==> src/sse_consts.vh <==
// Purpose: Constants for the sequence stack entry bank.
// Assumes: 16-bit entries, 6-bit register address port.
// Notes:   Offsets, field positions, reset values and timing counts.
`ifndef SSE_CONSTS_VH
`define SSE_CONSTS_VH

// ==========================================================
// Register offsets
`define SSE_OFS_ENTRY_23     6'h37
`define SSE_OFS_ENTRY_24     6'h38
`define SSE_OFS_ENTRY_25     6'h39
`define SSE_OFS_ENTRY_26     6'h3A
`define SSE_OFS_SEQ_CTRL     6'h30
`define SSE_OFS_SEQ_STATUS   6'h31

// ==========================================================
// Reset values
`define SSE_RST_ENTRY_23     16'h6E00
`define SSE_RST_ENTRY_24     16'h7000
`define SSE_RST_ENTRY_25     16'h7200
`define SSE_RST_ENTRY_26     16'h7400
`define SSE_RST_SEQ_CTRL     1'h0

// ==========================================================
// Entry field positions
`define SSE_DIR_BIT          15
`define SSE_ADDR_HI          14
`define SSE_ADDR_LO          9
`define SSE_RET_BIT          8
`define SSE_CH2_HI           7
`define SSE_CH2_LO           4
`define SSE_CH1_HI           3
`define SSE_CH1_LO           0

// ==========================================================
// Control and status fields
`define SSE_CTRL_EN_BIT      0
`define SSE_STAT_IDX_LO      0
`define SSE_STAT_IDX_HI      1
`define SSE_STAT_RUN_BIT     2

// ==========================================================
// Sequencer geometry and timing
`define SSE_NUM_ENTRIES      4
`define SSE_FIRST_INDEX      2'h0
`define SSE_LAST_INDEX       2'h3
`define SSE_RD_LATENCY       1

`endif

==> src/sse_entry.v <==
// Purpose: One 16-bit sequence stack entry register.
// Assumes: Synchronous active-low reset, single clock.
// Notes:   Reset value comes in as a parameter per entry.
`timescale 1ns/1ns
`default_nettype none

module sse_entry #(
  parameter [15:0] RESET_VALUE = 16'h0000
) (
  input  wire        clk,
  input  wire        reset_n,
  input  wire        wr_en,
  input  wire [15:0] wr_data,
  output wire [15:0] entry_q
);

  reg [15:0] value_q;

  // ========================================================
  // Storage
  // Every field is read/write, so the whole word is taken
  always @(posedge clk) begin
    if (!reset_n) begin
      value_q <= RESET_VALUE;
    end else if (wr_en) begin
      value_q <= wr_data;
    end
  end

  assign entry_q = value_q;

endmodule // sse_entry

`default_nettype wire

==> src/sse_stack_bank.v <==
// Purpose: Bank of four sequence stack entries and the sequencer that
//          walks them, handing channel selects to both converters.
// Assumes: conv_done is a one-cycle pulse from logic on clk.
// Notes:   Register port: read data stand one cycle after the strobe.
`timescale 1ns/1ns
`default_nettype none

`include "sse_consts.vh"

// Summary of operation
// - Bit 15 holds access direction, read or write
// - Return flag clear: advance to next entry
// - Return flag set: jump back to first entry
// - Bits 7-4 select second converter channel
// - Bits 3-0 select first converter channel
// - Entry 24 at 0x38, resets to 0x7000
// - Entry 25 at 0x39, resets to 0x7200
// - Entry 26 at 0x3A, resets to 0x7400
// - Entry 23 at 0x37, resets to 0x6E00
module sse_stack_bank (
  input  wire        clk,
  input  wire        reset_n,
  input  wire [5:0]  reg_addr,
  input  wire [15:0] reg_wdata,
  input  wire        reg_wr,
  input  wire        reg_rd,
  output reg  [15:0] reg_rdata,
  input  wire        conv_done,
  output reg  [3:0]  first_converter_channel,
  output reg  [3:0]  second_converter_channel,
  output reg  [1:0]  seq_index,
  output wire        seq_running
);

  // ========================================================
  // Declarations
  localparam [1:0] ST_IDLE = 2'h0;
  localparam [1:0] ST_RUN  = 2'h1;

  wire [15:0] entry_w [0:`SSE_NUM_ENTRIES-1];
  wire [`SSE_NUM_ENTRIES-1:0] hit_w;
  reg  [1:0]  state_q;
  reg  [1:0]  state_d;
  reg  [1:0]  index_q;
  reg  [1:0]  index_d;
  reg         enable_q;
  reg  [15:0] rdata_d;
  wire [15:0] cur_entry_w;
  wire        ret_flag_w;
  wire        hit_ctrl_w;
  wire        hit_stat_w;

  // ========================================================
  // Entry registers
  // One instance per entry; reset value holds its own address
  genvar gi;
  generate
    for (gi = 0; gi < `SSE_NUM_ENTRIES; gi = gi + 1) begin : g_entry
      localparam [5:0] OFS = (gi == 0) ? `SSE_OFS_ENTRY_23 :
                             (gi == 1) ? `SSE_OFS_ENTRY_24 :
                             (gi == 2) ? `SSE_OFS_ENTRY_25 :
                                         `SSE_OFS_ENTRY_26;
      localparam [15:0] RST = (gi == 0) ? `SSE_RST_ENTRY_23 :
                              (gi == 1) ? `SSE_RST_ENTRY_24 :
                              (gi == 2) ? `SSE_RST_ENTRY_25 :
                                          `SSE_RST_ENTRY_26;
      // Decode by offset; the host supplies the address
      assign hit_w[gi] = (reg_addr == OFS);
      sse_entry #(
        .RESET_VALUE (RST)
      ) u_entry (
        .clk     (clk),
        .reset_n (reset_n),
        .wr_en   (reg_wr && hit_w[gi]),
        .wr_data (reg_wdata),
        .entry_q (entry_w[gi])
      );
    end
  endgenerate

  assign hit_ctrl_w = (reg_addr == `SSE_OFS_SEQ_CTRL);
  assign hit_stat_w = (reg_addr == `SSE_OFS_SEQ_STATUS);

  // ========================================================
  // Sequencer control register
  always @(posedge clk) begin
    if (!reset_n) begin
      enable_q <= `SSE_RST_SEQ_CTRL;
    end else if (reg_wr && hit_ctrl_w) begin
      enable_q <= reg_wdata[`SSE_CTRL_EN_BIT];
    end
  end

  // ========================================================
  // Read path
  // Unmapped addresses read zero; a read never stalls the host
  always @* begin
    rdata_d = 16'h0000;
    if (reg_rd) begin
      if (hit_w[0]) begin
        rdata_d = entry_w[0];
      end else if (hit_w[1]) begin
        rdata_d = entry_w[1];
      end else if (hit_w[2]) begin
        rdata_d = entry_w[2];
      end else if (hit_w[3]) begin
        rdata_d = entry_w[3];
      end else if (hit_ctrl_w) begin
        rdata_d[`SSE_CTRL_EN_BIT] = enable_q;
      end else if (hit_stat_w) begin
        rdata_d[`SSE_STAT_IDX_HI:`SSE_STAT_IDX_LO] = index_q;
        rdata_d[`SSE_STAT_RUN_BIT] = (state_q == ST_RUN);
      end
    end
  end

  // Data valid only in the cycle after the strobe, zero otherwise
  always @(posedge clk) begin
    if (!reset_n) begin
      reg_rdata <= 16'h0000;
    end else begin
      reg_rdata <= rdata_d;
    end
  end

  // ========================================================
  // Sequencer
  // Entry being executed and its stack return flag
  assign cur_entry_w = entry_w[index_q];
  assign ret_flag_w  = cur_entry_w[`SSE_RET_BIT];

  // Step at most once per completed conversion. The bank ends
  // at its last entry, so stepping past it also closes the loop.
  always @* begin
    state_d = state_q;
    index_d = index_q;
    case (state_q)
      ST_IDLE: begin
        index_d = `SSE_FIRST_INDEX;
        if (enable_q) begin
          state_d = ST_RUN;
        end
      end
      ST_RUN: begin
        if (!enable_q) begin
          state_d = ST_IDLE;
          index_d = `SSE_FIRST_INDEX;
        end else if (conv_done) begin
          if (ret_flag_w || index_q == `SSE_LAST_INDEX) begin
            index_d = `SSE_FIRST_INDEX;
          end else begin
            index_d = index_q + 2'h1;
          end
        end
      end
      default: begin
        state_d = ST_IDLE;
        index_d = `SSE_FIRST_INDEX;
      end
    endcase
  end

  always @(posedge clk) begin
    if (!reset_n) begin
      state_q <= ST_IDLE;
      index_q <= `SSE_FIRST_INDEX;
    end else begin
      state_q <= state_d;
      index_q <= index_d;
    end
  end

  // ========================================================
  // Converter channel outputs
  // Registered so a host write to the live entry cannot glitch them
  always @(posedge clk) begin
    if (!reset_n) begin
      first_converter_channel  <= 4'h0;
      second_converter_channel <= 4'h0;
      seq_index                <= `SSE_FIRST_INDEX;
    end else begin
      first_converter_channel  <=
        entry_w[index_d][`SSE_CH1_HI:`SSE_CH1_LO];
      second_converter_channel <=
        entry_w[index_d][`SSE_CH2_HI:`SSE_CH2_LO];
      seq_index                <= index_d;
    end
  end

  assign seq_running = (state_q == ST_RUN);

endmodule // sse_stack_bank

`default_nettype wire

==> config.mk <==
export PLATFORM = sky130hd
export DESIGN_NAME = sse_stack_bank
export DESIGN_NICKNAME = d
export VERILOG_FILES = /design/src/sse_entry.v /design/src/sse_stack_bank.v
export VERILOG_INCLUDE_DIRS = /design/src
export SDC_FILE = /design/constraint.sdc
export NUM_CORES = 1
export LEC_CHECK = 0
export BUFFER_PORTS_ARGS = -buffer_cell sky130_fd_sc_hd__buf_4
export CORE_MARGIN = 2
export CORE_UTILIZATION = 35
export DETAILED_ROUTE_END_ITERATION = 8
export GPL_ROUTABILITY_DRIVEN = 1
export GPL_TIMING_DRIVEN = 0
export PLACE_DENSITY = 0.56
export SLEW_MARGIN = 20
export SYNTH_ARGS = -nofsm -noshare
export SYNTH_HDL_FRONTEND = slang
export SYNTH_HIERARCHICAL = 1
export SYNTH_SLANG_ARGS = --single-unit
==> constraint.sdc <==
create_clock -name clk -period 2 [get_ports clk]
set_clock_uncertainty 0.05 [all_clocks]
set_input_delay 0.1 -clock clk [delete_from_list [all_inputs] [get_ports clk]]
set_output_delay 0.1 -clock clk [all_outputs]
set_load 0.05 [all_outputs]
==> impl_metrics.py <==
metrics = {
    "timing": {
        "final.setup.tns_ns": -0.592,
        "tightest_slew_ns": 0.862,
        "rsz0062_at_grt": "true",
        "relSlewSlack_pct": 42.0,
        "setup_viol": 8,
        "fin_crit_ns": 2.11,
        "slew_violations": 0,
        "fin_ws_ns": -0.107,
        "hold_violations": 0,
        "max_freq_mhz": 475,
        "timing.final.crit_share_pct": 105,
    },
    "setup_path": {
        "critPathArrivalTime_ns": 2.29,
        "cp_num_buf_inv": 2,
        "required_ns": 2.18,
        "max_stage_delay_ns": 0.38,
        "path_cells": "ha_4 -> or3b_4 -> o22ai_2 -> buf_6 -> buf_8 -> a21oi_4 -> o21a_4 -> a22o_1",
        "cp-end-kind": "flop",
        "crit_type": "reg -> reg",
        "critPathSlowestCell": "dfxtp_4",
        "worstPathMaxFanout": 8,
        "crit_path_start_kind": "flop",
        "crit_family": "compound AO/OA/AOI/OAI gates",
    },
    "routing": {
        "postRouteAntennaNets": 0,
        "firstDrtPassIters": 5,
        "viasPerCell": 5.15,
        "wirelength_um": 12600,
        "via_count": 3664,
        "drc": 0,
        "wire_per_inst_um": 17.7,
        "drt_iter0_markers": 224,
    },
    "global_routing": {
        "grt.total_usage_pct": 19.3,
        "antenna_found_initial": 0,
        "grt_pass1_vias": 3578,
        "grt_max_degree": 34,
        "grt_pass1_wl_um": 19700,
        "grt_overflow": 0,
    },
    "cts": {
        "clk_latency_ns": 0.35,
        "htree_levels": 3,
        "cts_max_path_buffers": 2,
        "clkTransAtPathRegs_ns": 0.07,
        "tritoncts": "built",
        "clkSinkCount": 92,
        "cts_root_buffer": "clkbuf_16",
        "cts_made_buffers": 9,
    },
    "power": {
        "power_frac_seq_pct": 47.5,
        "power.switching_w": 0.000876,
        "combPwrFrac_pct": 7.1,
        "p_leak_nw": 2.07,
        "switching_share_pct": 22.6,
        "internal_power_w": 0.00300,
        "clock_power_share_pct": 45.5,
        "peakVddDrop_mv": 0.323,
        "power.density_nw_per_um2": 685,
    },
    "finish": {
        "n_fill_cell": 1239,
        "syn2layout_area_growth_pct": 27.6,
        "drive_gt1_share_pct": 20.6,
        "num_antenna_cells": 0,
        "nNetsFinal": 563,
    },
    "placed_design": {
        "pre_cts_ws_ns": -0.526,
        "gp_congestion": 0.892,
        "place_hpwl_um": 8340,
        "portBuffers": 51,
    },
    "yosys": {
        "synth_seq_area_share_pct": 41.5,
        "synth.distinct_cells": 39,
        "synth_async_sr_flop_share_pct": 0,
        "synth_edf_count": 0,
        "synth-seq-cells": 92,
        "synth_warnings": 6,
        "synth_area_per_cell_um2": 9.83,
        "syn_nets": 479,
        "ys_dominant_reg_cell": "dfxtp_1",
        "synth_cells": 451,
        "syn_area_um2": 4440,
    },
    "flow_run": {
        "cap_violations": 0,
    },
    "floorplanning": {
        "die_area_um2": 13600,
        "num_io_pins": 54,
        "coreArea_um2": 12500,
        "dieHeight_um": 117,
        "die_x_um": 117,
        "rows": 41,
        "start_util_pct": 35.4,
    },
    "status": {
        "status": "finished, violations left",
        "violations": "setup timing",
    },
    "hold_path": {
        "worstHoldPathType": "in -> reg",
    },
}
==> state kept, by name, indices dropped and copies added, names as in the netlist <==
name / count
first_converter_channel: 4
seq_index: 2
reg_rdata: 16
g_entry.u_entry/entry_q: 64
second_converter_channel: 4
state_q: 1
enable_q: 1
==> metal layers <==
layer / share of wire [%] / GRT usage [%] / wire (um) / vias to the layer above
li1: - / - / - / 1784
met3: 5.5 / 3.58 / 688 / 22
met4: 2.4 / 8.55 / 306 / 0
met2: 45 / 30.8 / 5660 / 121
met5: 0 / 0 / 0 / -
met1: 47 / 25.6 / 5920 / 1737
==> synthesized netlist by cell type, drive strengths merged, types with 2 or more instances <==
cell type	number	area, um2
a21oi	11	58.8
a221oi	4	35.0
a222oi	4	40.0
a22o	15	131
a22oi	10	75.1
and2	4	25.0
and3	16	100
buf	17	190
clkbuf	18	67.6
dfxtp	92	1840
inv	2	7.51
mux2	5	56.3
mux2i	88	881
nand2	38	145
nand3	5	25.0
nand3b	2	15.0
nor2	16	62.6
nor2b	51	319
nor3b	3	32.5
o211ai	8	65.1
o21a	9	67.6
o21ai	25	125
==> tightest hold or removal path: stages <==
cell	delay (ns)
buf_4	0.12
mux2i_1	0.07
nor2b_1	0.09
==> power by group through the flow <==
stage | Combinational (W) | Clock (W) | Sequential, W
after CTS | 0.000267 | 0.00179 | 0.00184
after detailed placement | 0.000224 | 0 | 0.00188
after floorplan | 0.000111 | 0 | 0.00189
after global routing | 0.000291 | 0.00187 | 0.00184
final | 0.000274 | 0.00176 | 0.00184
after global placement | 0.000222 | 0 | 0.00188
==> worst paths after layout <==
path	endpoint	slack (ns)	start	depth (start not counted)
setup / recovery	first_converter_channel[0]$_SDFF_PN0_	-0.11	seq_index[0]$_SDFF_PN0_	8
hold / removal	enable_q$_SDFFE_PN0P_	0.009	reg_wdata[0]	3
setup reg to reg	first_converter_channel[0]$_SDFF_PN0_	-0.11	seq_index[0]$_SDFF_PN0_	8
hold reg to reg	g_entry[0].u_entry/entry_q[10]$_SDFFE_PN1P_	0.43	g_entry[0].u_entry/entry_q[10]$_SDFFE_PN1P_	2
==> kinds of logic (layout without fill, tap and decap cells) <==
| kind of cell | count (synthesis) | after routing | share of synthesized area [%] |
|---|---|---|---|
| buf+inv | 37 | 126 | 5.98 |
| simple gates | 140 | 140 | 17.2 |
| fa+ha+maj | 1 | 1 | 0.282 |
| flops | 92 | 92 | 41.5 |
| compound gates | 88 | 88 | 13.9 |
| mux | 93 | 93 | 21.1 |
==> through the flow <==
step	instance area (um2)	instances	util (%)	total power (W)	hold slack (ns)
after floorplan	4450	451	-	0.00200	0.177
after global placement	5040	674	40.3	0.00210	0.300
after detailed placement	5040	674	40.3	0.00211	0.303
after CTS	5620	711	44.9	0.00390	0.00386
after global routing	5660	712	45.2	0.00400	0.0145
final	5660	712	45.2	0.00388	0.00929
==> layout by cell type, fill, tap and decap left out, types with 2 or more instances in the layout <==
cell type | Yosys | routed
nor2_1 | 15 | 14
nand2_1 | 37 | 37
clkbuf_16 | 0 | 9
buf_6 | 5 | 5
and3_1 | 16 | 16
o21ai_1 | 0 | 2
buf_4 | 0 | 56
a21oi_1 | 10 | 10
nor2_4 | 0 | 2
a22o_1 | 15 | 15
inv_1 | 2 | 2
dfxtp_1 | 92 | 90
a22oi_1 | 10 | 10
clkbuf_2 | 0 | 3
clkbuf_1 | 18 | 16
dlygate4sd3_1 | 0 | 15
and2_1 | 4 | 4
a222oi_1 | 4 | 4
mux2_2 | 4 | 4
mux2i_1 | 88 | 87
dfxtp_4 | 0 | 2
clkinv_2 | 0 | 2
buf_12 | 5 | 6
a221oi_1 | 4 | 4
o211ai_1 | 7 | 7
nand3_1 | 5 | 5
nand3b_1 | 2 | 2
o21a_1 | 9 | 8
nor2b_1 | 51 | 51
clkbuf_8 | 0 | 2
o21ai_0 | 25 | 23
buf_2 | 6 | 5
==> area by class of cell <==
cell class	count	area (um2)	share of cell area (%)
multi-input cells	322	2390	42.3
flip-flops and latches	92	1850	32.7
repair buffers	73	626	11.1
plain buffers	35	264	4.67
clock buffers	12	256	4.53
well taps	172	215	3.80
clock inverters	4	46.3	0.818
inverters	2	7.51	0.133
==> what timing repair did <==
item,CTS,global route
hold buffers,15,0
resized for setup,14,10
setup endpoints to repair,36,26
pin swaps,2,6
endpoints found under the hold margin,45,0
gates cloned,1,0
buffers inserted,5,1
Power figures use the tool's default switching activity.
